### src/common/eqs_pkg.sv
// ============================================================
// egress queue scheduler: shared constants and carriers
package eqs_pkg;

  // queue and port geometry
  localparam int NUM_QUEUES = 8;
  localparam int QW         = 3;
  localparam int NUM_PORTS  = 4;
  localparam int PW         = 2;
  localparam int WEIGHT_W   = 4;
  localparam int LEN_W      = 11;
  localparam int DEF_W      = 14;
  localparam int FIFO_DEPTH = 8;

  // legal weight range; zero is refused at write time
  localparam logic [WEIGHT_W-1:0] WEIGHT_MIN = 4'h1;
  localparam logic [WEIGHT_W-1:0] WEIGHT_MAX = 4'hF;

  // bytes of credit per weight unit in weighted fair mode
  localparam logic [7:0] QUANTUM_BYTES = 8'h80;

  // all queues may join the strict tier
  localparam logic [NUM_QUEUES-1:0] ALL_QUEUES = 8'hFF;

  typedef enum logic [1:0] {
    STRICT_PRIORITY_MODE,
    WEIGHTED_FAIR_MODE,
    WEIGHTED_ROUND_ROBIN_MODE
  } eqs_mode_type;

  // one port's scheduler settings
  typedef struct packed {
    eqs_mode_type                           mode;
    logic                                   floor_none;
    logic [QW-1:0]                          strict_tier_floor_queue;
    logic [NUM_QUEUES-1:0][WEIGHT_W-1:0]    weight;
  } eqs_cfg_type;

  // weights reset to queue number plus one
  localparam logic [NUM_QUEUES*WEIGHT_W-1:0] WEIGHT_RESET = 32'h8765_4321;
  localparam eqs_cfg_type CFG_RESET = '{
    mode:                    STRICT_PRIORITY_MODE,
    floor_none:              1'b1,
    strict_tier_floor_queue: 3'h0,
    weight:                  WEIGHT_RESET
  };

  // queue occupancy as seen by the scheduler
  typedef struct packed {
    logic [NUM_QUEUES-1:0]             nonempty;
    logic [NUM_QUEUES-1:0][LEN_W-1:0]  head_len;
  } eqs_qstat_type;

  // one transmit grant
  typedef struct packed {
    logic [QW-1:0]    queue;
    logic [LEN_W-1:0] len;
  } eqs_grant_type;

  localparam int GRANT_W = $bits(eqs_grant_type);

endpackage

### src/core/eqs_scheduler.sv
// Contract
// strict mode serves highest non-empty queue; seven top, zero last
// strict mode drops lower only when all higher queues are empty
// weighted fair mode gives bandwidth shares in proportion to weight
// round robin rotates queues; service per turn grows with weight
// eight separate weights, used only in the two weighted modes
// strict tier floor applies only in weighted modes
// floor queue and above served strictly ahead of weighted queues
// floor setting none schedules all queues by weighted mode only
// settings per port; all-ports write copies to every port at once
// weights accept 1 to 15 only; other values are never used
// after reset each weight equals its queue number plus one
// weighting shapes only under congestion; else traffic flows free
// round robin skips empty queues, returns to queues holding frames
// never grant an empty queue; no grant when all queues are empty
`timescale 1ns/1ps
`default_nettype none

// ============================================================
// grant fifo with a registered head word
module eqs_fifo
  import eqs_pkg::*;
#(
  parameter int WIDTH = GRANT_W,
  parameter int DEPTH = FIFO_DEPTH
) (
  input  wire logic             CLK_SYS,
  input  wire logic             SYS_RST,
  input  wire logic             in_valid,
  output logic                  in_ready,
  input  wire logic [WIDTH-1:0] in_data,
  output logic                  out_valid,
  input  wire logic             out_ready,
  output logic      [WIDTH-1:0] out_data
);
  localparam int AW = $clog2(DEPTH);

  logic [WIDTH-1:0] mem [DEPTH];
  logic [AW-1:0]    rd_q, rd_d, wr_q, wr_d;
  logic [AW:0]      cnt_q, cnt_d;
  logic             hv_q, hv_d;
  logic [WIDTH-1:0] head_q, head_d;
  logic             push, pop, head_free, to_mem;

  // head word is a flop so the transmit side sees registered data
  always_comb begin
    in_ready  = (cnt_q < (AW+1)'(DEPTH));
    push      = in_valid && in_ready;
    pop       = hv_q && out_ready;
    head_free = !hv_q || pop;
    to_mem    = push && !(head_free && (cnt_q == '0));
    rd_d      = rd_q;
    wr_d      = wr_q;
    cnt_d     = cnt_q;
    hv_d      = hv_q;
    head_d    = head_q;
    if (head_free) begin
      if (cnt_q != '0) begin
        head_d = mem[rd_q];
        hv_d   = 1'b1;
        rd_d   = rd_q + 1'b1;
        cnt_d  = cnt_d - 1'b1;
      end else if (push) begin
        head_d = in_data;
        hv_d   = 1'b1;
      end else begin
        hv_d   = 1'b0;
      end
    end
    if (to_mem) begin
      wr_d  = wr_q + 1'b1;
      cnt_d = cnt_d + 1'b1;
    end
  end

  always_ff @(posedge CLK_SYS) begin
    if (SYS_RST) begin
      rd_q   <= '0;
      wr_q   <= '0;
      cnt_q  <= '0;
      hv_q   <= 1'b0;
      head_q <= '0;
    end else begin
      rd_q   <= rd_d;
      wr_q   <= wr_d;
      cnt_q  <= cnt_d;
      hv_q   <= hv_d;
      head_q <= head_d;
    end
  end

  // storage needs no reset, the count guards it
  always_ff @(posedge CLK_SYS) begin
    if (to_mem) begin
      mem[wr_q] <= in_data;
    end
  end

  assign out_valid = hv_q;
  assign out_data  = head_q;
endmodule

// ============================================================
// eight-queue egress scheduler
module eqs_scheduler
  import eqs_pkg::*;
(
  input  wire logic           CLK_SYS,
  input  wire logic           SYS_RST,
  input  wire logic           CFG_WE,
  input  wire logic           CFG_ALL_PORTS,
  input  wire logic [PW-1:0]  CFG_PORT,
  input  wire eqs_cfg_type    CFG_WORD,
  input  wire logic [PW-1:0]  CFG_RD_PORT,
  output eqs_cfg_type         CFG_RD_WORD,
  input  wire logic [PW-1:0]  SCHED_PORT,
  input  wire logic           PORT_CONGESTED,
  input  wire eqs_qstat_type  Q_STATUS,
  output logic                Q_DEQ_VALID,
  output logic [QW-1:0]       Q_DEQ_QUEUE,
  output logic                TX_VALID,
  input  wire logic           TX_READY,
  output eqs_grant_type       TX_GRANT
);

  typedef enum logic {ST_PICK, ST_SETTLE} eqs_state_type;

  // highest set bit of a queue mask
  function automatic logic [QW-1:0] top_index(input logic [7:0] m);
    logic [QW-1:0] r;
    r = '0;
    for (int i = 0; i < NUM_QUEUES; i++) begin
      if (m[i]) r = QW'(i);
    end
    return r;
  endfunction

  // first set bit after cur, wrapping; cur itself comes last
  function automatic logic [QW-1:0] next_after(input logic [7:0] m,
                                               input logic [QW-1:0] cur);
    logic [QW-1:0] r;
    logic [QW-1:0] idx;
    logic          hit;
    r   = cur;
    hit = 1'b0;
    for (int k = 1; k <= NUM_QUEUES; k++) begin
      idx = cur + QW'(k);
      if (m[idx] && !hit) begin
        r   = idx;
        hit = 1'b1;
      end
    end
    return r;
  endfunction

  // ============================================================
  // per-port settings table
  eqs_cfg_type tbl_q [NUM_PORTS];
  eqs_cfg_type tbl_d [NUM_PORTS];
  eqs_cfg_type rd_q, rd_d;

  // all-ports write lands in every entry on the same edge
  always_comb begin
    for (int p = 0; p < NUM_PORTS; p++) begin
      tbl_d[p] = tbl_q[p];
      if (CFG_WE && (CFG_ALL_PORTS || CFG_PORT == PW'(p))) begin
        // an unknown mode code keeps the old mode
        if (CFG_WORD.mode == STRICT_PRIORITY_MODE ||
            CFG_WORD.mode == WEIGHTED_FAIR_MODE ||
            CFG_WORD.mode == WEIGHTED_ROUND_ROBIN_MODE) begin
          tbl_d[p].mode = CFG_WORD.mode;
        end
        tbl_d[p].floor_none              = CFG_WORD.floor_none;
        tbl_d[p].strict_tier_floor_queue = CFG_WORD.strict_tier_floor_queue;
        for (int q = 0; q < NUM_QUEUES; q++) begin
          if (CFG_WORD.weight[q] >= WEIGHT_MIN &&
              CFG_WORD.weight[q] <= WEIGHT_MAX) begin
            tbl_d[p].weight[q] = CFG_WORD.weight[q];
          end
        end
      end
    end
    rd_d = tbl_q[CFG_RD_PORT];
  end

  always_ff @(posedge CLK_SYS) begin
    if (SYS_RST) begin
      for (int p = 0; p < NUM_PORTS; p++) begin
        tbl_q[p] <= CFG_RESET;
      end
      rd_q <= CFG_RESET;
    end else begin
      for (int p = 0; p < NUM_PORTS; p++) begin
        tbl_q[p] <= tbl_d[p];
      end
      rd_q <= rd_d;
    end
  end

  assign CFG_RD_WORD = rd_q;

  // ============================================================
  // selection
  eqs_cfg_type           cfg;
  logic [7:0]            ne, strict_mask, strict_cand, wt_cand;
  logic                  weighted, cur_ok, cong, fifo_ready, push;
  logic [QW-1:0]         nxt, pick;
  logic                  pick_valid;
  logic [DEF_W-1:0]      sum;
  logic [QW-1:0]         rr_q, rr_d;
  logic [WEIGHT_W-1:0]   credit_q, credit_d;
  logic [DEF_W-1:0]      def_q [NUM_QUEUES];
  logic [DEF_W-1:0]      def_d [NUM_QUEUES];
  eqs_state_type         st_q, st_d;
  logic                  deq_v_q, deq_v_d;
  logic [QW-1:0]         deq_q_q, deq_q_d;
  eqs_grant_type         grant;

  always_comb begin
    cfg      = tbl_q[SCHED_PORT];
    ne       = Q_STATUS.nonempty;
    cong     = PORT_CONGESTED;
    weighted = (cfg.mode == WEIGHTED_FAIR_MODE) ||
               (cfg.mode == WEIGHTED_ROUND_ROBIN_MODE);
    // floor only matters in weighted modes
    if (!weighted) begin
      strict_mask = ALL_QUEUES;
    end else if (cfg.floor_none) begin
      strict_mask = '0;
    end else begin
      strict_mask = ALL_QUEUES << cfg.strict_tier_floor_queue;
    end
    strict_cand = ne & strict_mask;
    wt_cand     = ne & ~strict_mask;
    cur_ok      = wt_cand[rr_q];
    nxt         = next_after(wt_cand, rr_q);
    sum         = '0;
    pick        = '0;
    pick_valid  = 1'b0;
    rr_d        = rr_q;
    credit_d    = cur_ok ? credit_q : '0; // stale turn never carries over
    for (int q = 0; q < NUM_QUEUES; q++) begin
      // drained queues lose their banked credit
      def_d[q] = wt_cand[q] ? def_q[q] : '0;
    end
    if (strict_cand != '0) begin
      pick       = top_index(strict_cand);
      pick_valid = 1'b1;
    end else if (wt_cand != '0 &&
                 cfg.mode == WEIGHTED_ROUND_ROBIN_MODE) begin
      // credit counts frames left in the current turn
      if (cur_ok && (credit_q != '0 || !cong)) begin
        pick       = rr_q;
        pick_valid = 1'b1;
        if (cong) credit_d = credit_q - 1'b1;
      end else begin
        pick       = nxt;
        pick_valid = 1'b1;
        rr_d       = nxt;
        credit_d   = cong ? cfg.weight[nxt] - 1'b1 : cfg.weight[nxt];
      end
    end else if (wt_cand != '0) begin
      // deficit counting in bytes, quantum scales with weight
      if (cur_ok &&
          (!cong || def_q[rr_q] >= DEF_W'(Q_STATUS.head_len[rr_q]))) begin
        pick       = rr_q;
        pick_valid = 1'b1;
        if (cong) begin
          def_d[rr_q] = def_q[rr_q] - DEF_W'(Q_STATUS.head_len[rr_q]);
        end
      end else begin
        sum = def_q[nxt] + DEF_W'(cfg.weight[nxt]) * DEF_W'(QUANTUM_BYTES);
        rr_d       = nxt;
        def_d[nxt] = sum;
        if (!cong || sum >= DEF_W'(Q_STATUS.head_len[nxt])) begin
          pick       = nxt;
          pick_valid = 1'b1;
          if (cong) def_d[nxt] = sum - DEF_W'(Q_STATUS.head_len[nxt]);
        end
      end
    end
  end

  // one grant, then a settle cycle so queue status can catch up
  always_comb begin
    push        = (st_q == ST_PICK) && pick_valid && fifo_ready;
    grant.queue = pick;
    grant.len   = Q_STATUS.head_len[pick];
    deq_v_d     = push;
    deq_q_d     = push ? pick : deq_q_q;
    unique case (st_q)
      ST_PICK:   st_d = push ? ST_SETTLE : ST_PICK;
      ST_SETTLE: st_d = ST_PICK;
    endcase
  end

  // weighted state commits only when the pick cycle can push
  always_ff @(posedge CLK_SYS) begin
    if (SYS_RST) begin
      st_q     <= ST_PICK;
      rr_q     <= '0;
      credit_q <= '0;
      deq_v_q  <= 1'b0;
      deq_q_q  <= '0;
      for (int q = 0; q < NUM_QUEUES; q++) begin
        def_q[q] <= '0;
      end
    end else begin
      st_q    <= st_d;
      deq_v_q <= deq_v_d;
      deq_q_q <= deq_q_d;
      if (st_q == ST_PICK && fifo_ready) begin
        rr_q     <= rr_d;
        credit_q <= credit_d;
        for (int q = 0; q < NUM_QUEUES; q++) begin
          def_q[q] <= def_d[q];
        end
      end
    end
  end

  assign Q_DEQ_VALID = deq_v_q;
  assign Q_DEQ_QUEUE = deq_q_q;

  // ============================================================
  // grants buffered toward the transmit path
  eqs_fifo #(
    .WIDTH (GRANT_W),
    .DEPTH (FIFO_DEPTH)
  ) u_fifo (
    .CLK_SYS   (CLK_SYS),
    .SYS_RST   (SYS_RST),
    .in_valid  (push),
    .in_ready  (fifo_ready),
    .in_data   (grant),
    .out_valid (TX_VALID),
    .out_ready (TX_READY),
    .out_data  (TX_GRANT)
  );

endmodule

`default_nettype wire

### config.mk
export PLATFORM = sky130hd
export DESIGN_NAME = eqs_scheduler
export DESIGN_NICKNAME = d
export VERILOG_FILES = /design/src/common/eqs_pkg.sv /design/src/core/eqs_scheduler.sv
export SDC_FILE = /design/constraint.sdc
export NUM_CORES = 1
export LEC_CHECK = 0
export ABC_AREA = 1
export BUFFER_PORTS_ARGS = -buffer_cell sky130_fd_sc_hd__buf_2
export CORE_ASPECT_RATIO = 0.75
export CORE_MARGIN = 2
export CORE_UTILIZATION = 30
export CTS_CLUSTER_DIAMETER = 120
export DETAILED_ROUTE_END_ITERATION = 7
export GPL_ROUTABILITY_DRIVEN = 0
export PLACE_DENSITY_LB_ADDON = 0.2
export REMOVE_ABC_BUFFERS = 1
export SLEW_MARGIN = 20
export SYNTH_ARGS = -nofsm -noshare
export SYNTH_HDL_FRONTEND = slang
export SYNTH_SLANG_ARGS = --single-unit
### constraint.sdc
create_clock -name CLK_SYS -period 9.35 [get_ports CLK_SYS]
set_clock_uncertainty 0.05 [all_clocks]
set_input_delay 0.4675 -clock CLK_SYS [delete_from_list [all_inputs] [get_ports CLK_SYS]]
set_output_delay 0.4675 -clock CLK_SYS [all_outputs]
set_load 0.005 [all_outputs]
# Word level (Yosys, flattened, before mapping)
# Memory sizes are Yosys's and may differ from the RTL's. A register that Yosys moved wholly into a read port is not among the register bits.
# Cells that the tools add are included.
# Widths: inputs -> output; s select.
classes:
  add_sub_neg: 16
  order_cmp: 33
  eq_ne: 84
  shifts: 1
  muxes: 199
  n_bitwise: 55
  reduce_logical: 104
ops:
  columns: ["cell", "n"]
  rows:
  - ["$mux 112", 7]
  - ["$bwmux 112", 3]
  - ["$mux 4", 78]
  - ["$mux 14", 20]
  - ["$mux 38", 4]
  - ["$reduce_and 3->1", 36]
  - ["$bmux 11 s3", 3]
  - ["$demux 14 s3", 2]
  - ["$mux 3", 27]
  - ["$ne 2x2->1 const B", 37]
  - ["$or 1x1->1", 48]
  - ["$lt 3x4->1 const B", 10]
  - ["$ne 1x1->1 const B", 40]
  - ["$mux 11", 3]
  - ["$ge 4x1->1 const B", 8]
  - ["$le 4x4->1 const B", 8]
  - ["$mux 1", 32]
  - ["$logic_and 1x1->1", 31]
  - ["$ge 14x11->1", 2]
  - ["$sub 14x11->14", 2]
  - ["$bmux 1 s3", 8]
  - ["$and 8x8->8", 2]
  - ["$mux 2", 8]
  - ["$mux 8", 2]
  - ["26 further kinds", 71]
word_totals:
  reg_bits: 37
  ram_bits: 376
  inputBits: 146
  output_inout_bits: 57
  elab_cells: 505
  memories: 3
memory_table:
  columns: ["memory", "depth", "word_bits", "rd", "rd_clocked_by_memory_dff", "wr", "line", "rtl"]
  rows:
  - ["tbl_q", 4, 38, 2, 1, 4, "eqs_scheduler.sv:158", "eqs_cfg_type tbl_q [NUM_PORTS];"]
  - ["def_q", 8, 14, 10, 1, 8, "eqs_scheduler.sv:212", "logic [DEF_W-1:0] def_q [NUM_QUEUES];"]
  - ["u_fifo.mem", 8, 14, 1, 1, 1, "eqs_scheduler.sv:38", "logic [WIDTH-1:0] mem [DEPTH];"]

# Logic depth before layout (Yosys ltp)
# Gate-level depths: netlist (run 1).
# An unclocked memory read counts as a cell.
depth:
  ltp_word: 46
  mapped_depth: 61
  depth_no_buf: 54

# Cells and area by module
# From an unflattened synthesis (run 1), not the netlist that was laid out.
unflattened:
  cells_unflattened: 4981
  area_unflattened_um2: 33752.4
modules_own_cells:
  columns: ["module", "instances", "cells_per_inst", "area_per_inst_um2", "seq_area_each_um2"]
  rows:
  - ["eqs_scheduler", 1, 4444, 27978.1, 8988.6]
  - ["eqs_fifo", 1, 537, 5774.3, 3923.8]

# Worst setup path before layout (run 1)
# OpenSTA, ideal clock, no wires.
synth_timing:
  path_type: "input -> register"
  startpoint: "input port SCHED_PORT[0]"
  endpoint: "memory u_fifo.mem[4][0] (netlist name), enable pin"
  setup_ns: 0.384
  arrival_ns: 8.323
  t_required_ns: 8.916
  slack_ns: 0.593
  stages: 51
  n_path_buf: 9
  path_cell_list: "buf_6 > inv_4 > clkbuf_1 > clkbuf_1 > clkbuf_1 > o21ai_0 > a2bb2oi_1 > ha_1 > inv_1 > nand3_2 > nand2_4 > nand3_2 > buf_6 > nand2_4 > nand3_2 > nand3_1 > nand2_2 > clkinv_1 > [15 not listed] > ha_1 > fa_1 > xor2_1 > ha_1 > nand2_1 > or4_1 > nor3_1 > nand3_1 > nand2_1 > nor2_4 > nand3_2 > nand2_1 > nand3_1 > nand2_1 > inv_2 > nand2_2 > or2_1 > nor2_1"
synth_via:
  elab_chain_len: 46
  elab_cells_between_ends: 78
  classes_between: "add/sub: 1; order compare: 1; eq/ne: 2; shift: 1; mux: 44; bitwise: 3; reduce/logical: 24; memory: 2"
synth_lines:
  columns: ["element", "line", "rtl"]
  rows:
  - ["start, declared", "eqs_scheduler.sv:116", "input wire logic [PW-1:0] SCHED_PORT,"]
  - ["$mem_v2 4x38 *", null, null]
  - ["$shl 8x3->8 (tied with other cells)", "eqs_scheduler.sv:231", "strict_mask = ALL_QUEUES << cfg.strict_tier_floor_queue;"]
  - ["$mux 8 or $logic_or 1x1->1 (tied branches)", "eqs_scheduler.sv:228, eqs_scheduler.sv:223", null]
  - ["$mux 8", "eqs_scheduler.sv:226", "if (!weighted) begin"]
  - ["$not 8->8", "eqs_scheduler.sv:234", "wt_cand = ne & ~strict_mask;"]
  - ["$and 8x8->8", "eqs_scheduler.sv:234", null]
  - ["$bmux 1 s3", "eqs_scheduler.sv:148", "if (m[idx] && !hit) begin"]
  - ["$mux 1 (implied by the code)", "eqs_scheduler.sv:148", null]
  - ["[29 not listed]", null, null]
  - ["$mux 1", "eqs_scheduler.sv:262", "end else if (wt_cand != '0) begin"]
  - ["$mux 1", "eqs_scheduler.sv:249", "end else if (wt_cand != '0 &&"]
  - ["$mux 1 *", "eqs_scheduler.sv:246", "if (strict_cand != '0) begin"]
  - ["$logic_and 1x1->1 * (2 in a row)", "eqs_scheduler.sv:286", "push = (st_q == ST_PICK) && pick_valid && fifo_ready;"]
  - ["$logic_and 1x1->1 *", "eqs_scheduler.sv:48", "push = in_valid && in_ready;"]
  - ["$logic_and 1x1->1 *", "eqs_scheduler.sv:51", "to_mem = push && !(head_free && (cnt_q == '0));"]
  - ["$mux 1 *", "eqs_scheduler.sv:94", "if (to_mem) begin"]
  - ["$mux 1 (implied by the code) *", "eqs_scheduler.sv:95", "mem[wr_q] <= in_data;"]
  - ["end, declared", "eqs_scheduler.sv:38", null]
# Mark *: on every way between the ends. The rest lies on a longest branch, timed or not. The select of a mux whose other input is x is not followed.

==> reports/qor.yml, run 1 <==
route:
  drtPass1Iterations: 6
  drc: 0
  postRouteAntennaNets: 0
  wirelength_um: 138000
  initialDrtViolationCount: 4042
  vias_per_cell: 5.54
  vias: 33200
  wl_per_cell_um: 23.1
logic_synthesis:
  yosysSeqAreaShare_pct: 40.3
  synthAdderAreaFrac_pct: 1.75
  yosys.area_share.simple_pct: 22.3
  synth_top_family_by_area: "compound AO/OA/AOI/OAI gates"
  synth_seq_cells: 457
  synthMuxAreaShare_pct: 0
  synthFlopType: "edfxtp_1"
  synth_xor_area_share_pct: 0.790
  yosys.cell_types.count: 63
  synth_edf_count: 376
  synth-async-reset-ratio_pct: 0
  avgSynthCellArea_sq_um: 7.21
  synth_area_sq_um: 32000
  syn_inst: 4442
  ys_warn_count: 0
  synth_compound_area_share_pct: 24.4
global_route:
  first_global_vias: 30100
  grt_max_degree: 204
  grt_overflow_total: 0
  grt_usage_pct: 24.4
  grt_first_pass_wirelength_um: 203000
  antenna_found_initial: 4
clock_network:
  cts_tree: "built"
  cts_setup_buffers: 0
  clk_latency_ns: 0.66
  hold_buffers: 0
  cts.sinks: 457
  cts_buffer_depth: 3
  h-tree-depth: 2
  cts_buffers: 55
  path_clk_slew_ns: 0.06
  ctsRootBufferMaster: "clkbuf_16"
  cts_resized: 0
floorplan:
  start_util_pct: 30.3
  die_w_um: 381
  placementRows: 103
  ioPinCount: 203
  dieArea_sq_um: 109000
  core_sq_um: 106000
  die_h_um: 287
outcome:
  status: "completed"
placed_design:
  io_buffer_count: 202
  dp_hpwl_um: 93900
sta:
  setup-violations-final: 0
  drv_slew: 0
  fmax_mhz: 115
  min_period_ns: 8.67
  relSlewSlack_pct: 21.0
  fin_crit_sh_pct: 92.8
  rsz0062_at_grt: "no"
  tightest_slew_ns: 1.18
  finalHoldViolations: 0
cells_and_area:
  seq_area_sq_um: 12900
  final_util_pct: 34.5
  syn_to_final_growth_pct: 13.7
  final_cell_mix: "nand2_1 (753), nor2_1 (550), inv_1 (529)"
  nFillCells: 11200
  drive_above_1_share_pct: 11.1
  fin_nets: 4710
  multi_input_area_sq_um: 15800
  layout_commonest_cell: "nand2_1"
critical_path:
  worst_setup_path_end_kind: "register"
  worstSetupPathType: "register to register"
  crit_slowest_cell: "fa_1"
  cp.required_ns: 9.63
  crit_top_cell: "nand2_1"
  worst_ep_arrival_time_ns: 8.95
  r2r_setup_slack_ns: 0.68
  crit_fanout: 17
  worst_path_largest_cell_delay_ns: 0.47
  crit_path_start_kind: "register"
worst_hold_path:
  hp-class: "primary input to register"
run:
  max_cap_violations: 0
==> worst max-delay path, delay by kind of cell (launching register included) <==
family	cells	cell delay [ns]
AOI/OAI and AO/OA	6	1.17
adders and majority gates	3	0.96
buffers and inverters	9	1.74
and+or+nand+nor	27	3.94
DFF	1	0.43
==> flip-flops by register name, summed over array words and instances (netlist names), 4 cells and up, named ones only <==
signal           count
u_fifo.mem         112
u_fifo.cnt_q         4
credit_q             4
tbl_q              152
u_fifo.out_data     14
def_q              112
CFG_RD_WORD         38
==> layer usage <==
layer,vias to the layer above,wire [um],global-route usage (%)
met5,-,0,0
met4,0,4780,8.16
met3,290,13600,4.41
met2,1772,58600,36.6
met1,15700,61200,35.3
li1,15400,-,-
==> layout make-up <==
class,count,share of cell area [%]
clock buffers,75,4.27
multi-input cells,3139,43.5
inverters,554,5.74
repair buffers,314,5.22
well taps,1417,4.87
diodes,5,0.0344
clock inverters,29,0.876
flip-flops and latches,457,35.5
==> worst paths after layout <==
path,start,to,cells after the start
worst min-delay path,CFG_WORD[22],tbl_q[2][22],3
worst max register to register,tbl_q[2][37],u_fifo.mem[6][4],45
worst min register to register,u_fifo.rd_q[2],register,2
worst max-delay path,tbl_q[2][37],u_fifo.mem[6][4],45
==> synth_stat cells (all sizes together), types with 4 or more instances <==
library cell	number	area [sq um]
buf	63	363
dfxtp	81	1620
o211ai	172	1300
o2111ai	9	78.8
nand4	16	130
ha	40	500
o22ai	74	463
a211oi	18	135
nor3	29	145
o21ai	565	2850
a221oi	35	307
nor2	559	2130
xor2	18	165
nand2	786	3040
clkinv	8	30.0
and2	13	81.3
o31ai	4	40.0
or2	19	119
inv	546	2050
a31oi	40	250
clkbuf	229	860
a21oi	397	2000
xnor2	10	87.6
nand3	266	1390
o221ai	14	123
edfxtp	376	11300
nor4	10	62.6
o21bai	11	82.6
a21o	8	60.1
==> cell families (layout without fill, tap and decap cells) <==
kind of cell    Yosys count  in the layout
xor+xnor                 28             28
buf+inv                 846            972
simple gates           1705           1705
flops                   457            457
other cells               0              5
fa+ha+maj                43             43
compound gates         1363           1363
==> stage by stage <==
stage | instances | setup TNS, ns | cell area (sq um) | hold WS, ns | worst slack, ns
2_1_floorplan | 4150 | -226.68 | 30800 | 0.383 | -1.82
4_1_cts | 5985 | 0 | 36400 | 0.0660 | 0.980
3_5_place_dp | 5881 | 0 | 34500 | 0.408 | 0.504
5_1_grt | 5989 | 0 | 36400 | 0.0878 | 0.00863
6_report | 5990 | 0 | 36400 | 0.0889 | 0.677
3_3_place_gp | 5881 | 0 | 34500 | 0.401 | 0.661
Power of run 1 is not shown: default switching activity piles up to over one toggle a cycle in this logic, so the estimate is an artifact.
==> run 2: changes to the inputs <==
--- a/config.mk
+++ b/config.mk
@@ -7,13 +7,15 @@
 export LEC_CHECK = 0
 export ABC_AREA = 1
 export BUFFER_PORTS_ARGS = -buffer_cell sky130_fd_sc_hd__buf_2
+export CELL_PAD_IN_SITES_DETAIL_PLACEMENT = 1
+export CELL_PAD_IN_SITES_GLOBAL_PLACEMENT = 2
 export CORE_ASPECT_RATIO = 0.75
 export CORE_MARGIN = 2
 export CORE_UTILIZATION = 30
 export CTS_CLUSTER_DIAMETER = 120
 export DETAILED_ROUTE_END_ITERATION = 7
 export GPL_ROUTABILITY_DRIVEN = 0
-export PLACE_DENSITY_LB_ADDON = 0.2
+export PLACE_DENSITY = 0.72
 export REMOVE_ABC_BUFFERS = 1
 export SLEW_MARGIN = 20
 export SYNTH_ARGS = -nofsm -noshare
==> run 2 against run 1 <==
Sequential share of layout area shrank 0.13 points; via count up 1.8%; count of clock-buffer cells in the layout down 4; cell area increased by 0.37%; non-clock buffer count is 11 higher; critical endpoint is now def_q[6][8]; cell count grew 0.10%; maximum frequency decreased by 0.75%; die area stayed put.
==> reports/qor.yml, run 2 (synthesis results as in run 1) <==
sta:
  relSlewSlack_pct: 19.5
  fmax_mhz: 114
  fin_crit_sh_pct: 93.5
  rsz0062_at_grt: "no"
  finalHoldViolations: 0
  fin_ws_ns: 0.611
  min_period_ns: 8.74
  tightest_slew_ns: 1.21
  setup-violations-final: 0
  drv_slew: 0
route:
  drtPass1Iterations: 5
  postRouteAntennaNets: 0
  vias: 33800
  wirelength_um: 157000
  wl_per_cell_um: 26.2
  vias_per_cell: 5.63
  initialDrtViolationCount: 3219
  drc: 0
critical_path:
  crit_top_cell: "nand2_1"
  worst_path_largest_cell_delay_ns: 0.46
  crit_slowest_cell: "fa_1"
  worstSetupPathType: "register to register"
  cp.buffers_inverters: 7
  worst_ep_arrival_time_ns: 9.06
  crit_fanout: 31
  rr_worst_depth: 48
  cp.required_ns: 9.67
  worst-path-stages: 48
  cp_top_family: "simple AND/OR/NAND/NOR gates"
  crit_path_start_kind: "register"
  worst_setup_path_end_kind: "register"
global_route:
  first_global_vias: 32600
  grtUsageMet1_pct: 42.2
  antenna_found_initial: 6
  grt_max_degree: 75
  grt.busiest_layer: "met1"
  grt_overflow_total: 0
  met2_usage_pct: 42.1
  grt_use_met3_pct: 3.93
  grt_usage_pct: 27.9
  grt_first_pass_wirelength_um: 229000
outcome:
  status: "completed"
run:
  max_cap_violations: 0
clock_network:
  clk_latency_ns: 0.66
  cts_buffer_depth: 3
  h-tree-depth: 2
  ctsRootBufferMaster: "clkbuf_16"
  cts_buffers: 54
  path_clk_slew_ns: 0.07
  cts.sinks: 457
  cts_tree: "built"
cells_and_area:
  fin_cells: 5996
  largest_register_ffs: 152
  final_cell_mix: "nand2_1 (752), nor2_1 (549), inv_1 (530)"
  final_util_pct: 34.6
  syn_to_final_growth_pct: 14.2
  largest_registers: "tbl_q (152), def_q (112), u_fifo.mem (112)"
  fin_nets: 4720
  layout_commonest_cell: "nand2_1"
  top_register: "tbl_q"
  drive_above_1_share_pct: 11.4
placed_design:
  place_inst: 5892
  dp_hpwl_um: 109000
  dp_slack_ns: -0.00487
  io_buffer_count: 202
floorplan:
  die_h_um: 287
  die_w_um: 381
  core_sq_um: 106000
  placementRows: 103
  dieArea_sq_um: 109000
  start_util_pct: 30.3
  ioPinCount: 203
worst_hold_path:
  hp-class: "primary input to register"
  min_path_cells: 3
run 2: final timing paths:
path                             from                   to  slack, ns
setup / recovery         tbl_q[2][37]          def_q[6][8]       0.61
hold reg to reg   u_fifo.out_data[13]  u_fifo.out_data[13]       0.42
setup reg to reg         tbl_q[2][37]          def_q[6][8]       0.61
hold / removal            CFG_WORD[5]          tbl_q[3][5]       0.08
run 2: layout make-up:
class,instances,area [sq um]
inverter,554,2090
tap,1417,1770
timing repair buffer,325,1970
fill,13000,69000
clock inverter,30,473
clock buffer,71,1470
sequential,457,12900
antenna,3,7.51
multi-input combinational,3139,15800
run 2: per-layer routing:
layer / routed length (um) / vias up
met3: 12000 / 188
li1: - / 15400
met1: 75300 / 16900
met4: 3190 / 6
met2: 66300 / 1308
met5: 37 / -
run 2: tightest hold or removal path, stage by stage:
cell and delay, ns:
buf_2 0.09, inv_1 0.07, nand2_1 0.07
run 2: metrics by stage:
| step | setup TNS [ns] | area [sq um] | hold slack [ns] |
|---|---|---|---|
| global route | 0 | 36500 | 0.0739 |
| finish | 0 | 36500 | 0.0834 |
| CTS | 0 | 36500 | 0.0486 |
| detailed placement | -0.0358 | 34600 | 0.421 |
| floorplan | -226.68 | 30800 | 0.383 |
| global placement | 0 | 34600 | 0.411 |
run 2: timing repair:
item / CTS / global route
hold buffers: 0 / 0
hold endpoints to repair: 0 / 0
gates resized for setup: 0 / 3
buffers inserted: 0 / 0
setup endpoints to repair: 0 / 44
Power of run 2 is left out for the same reason.
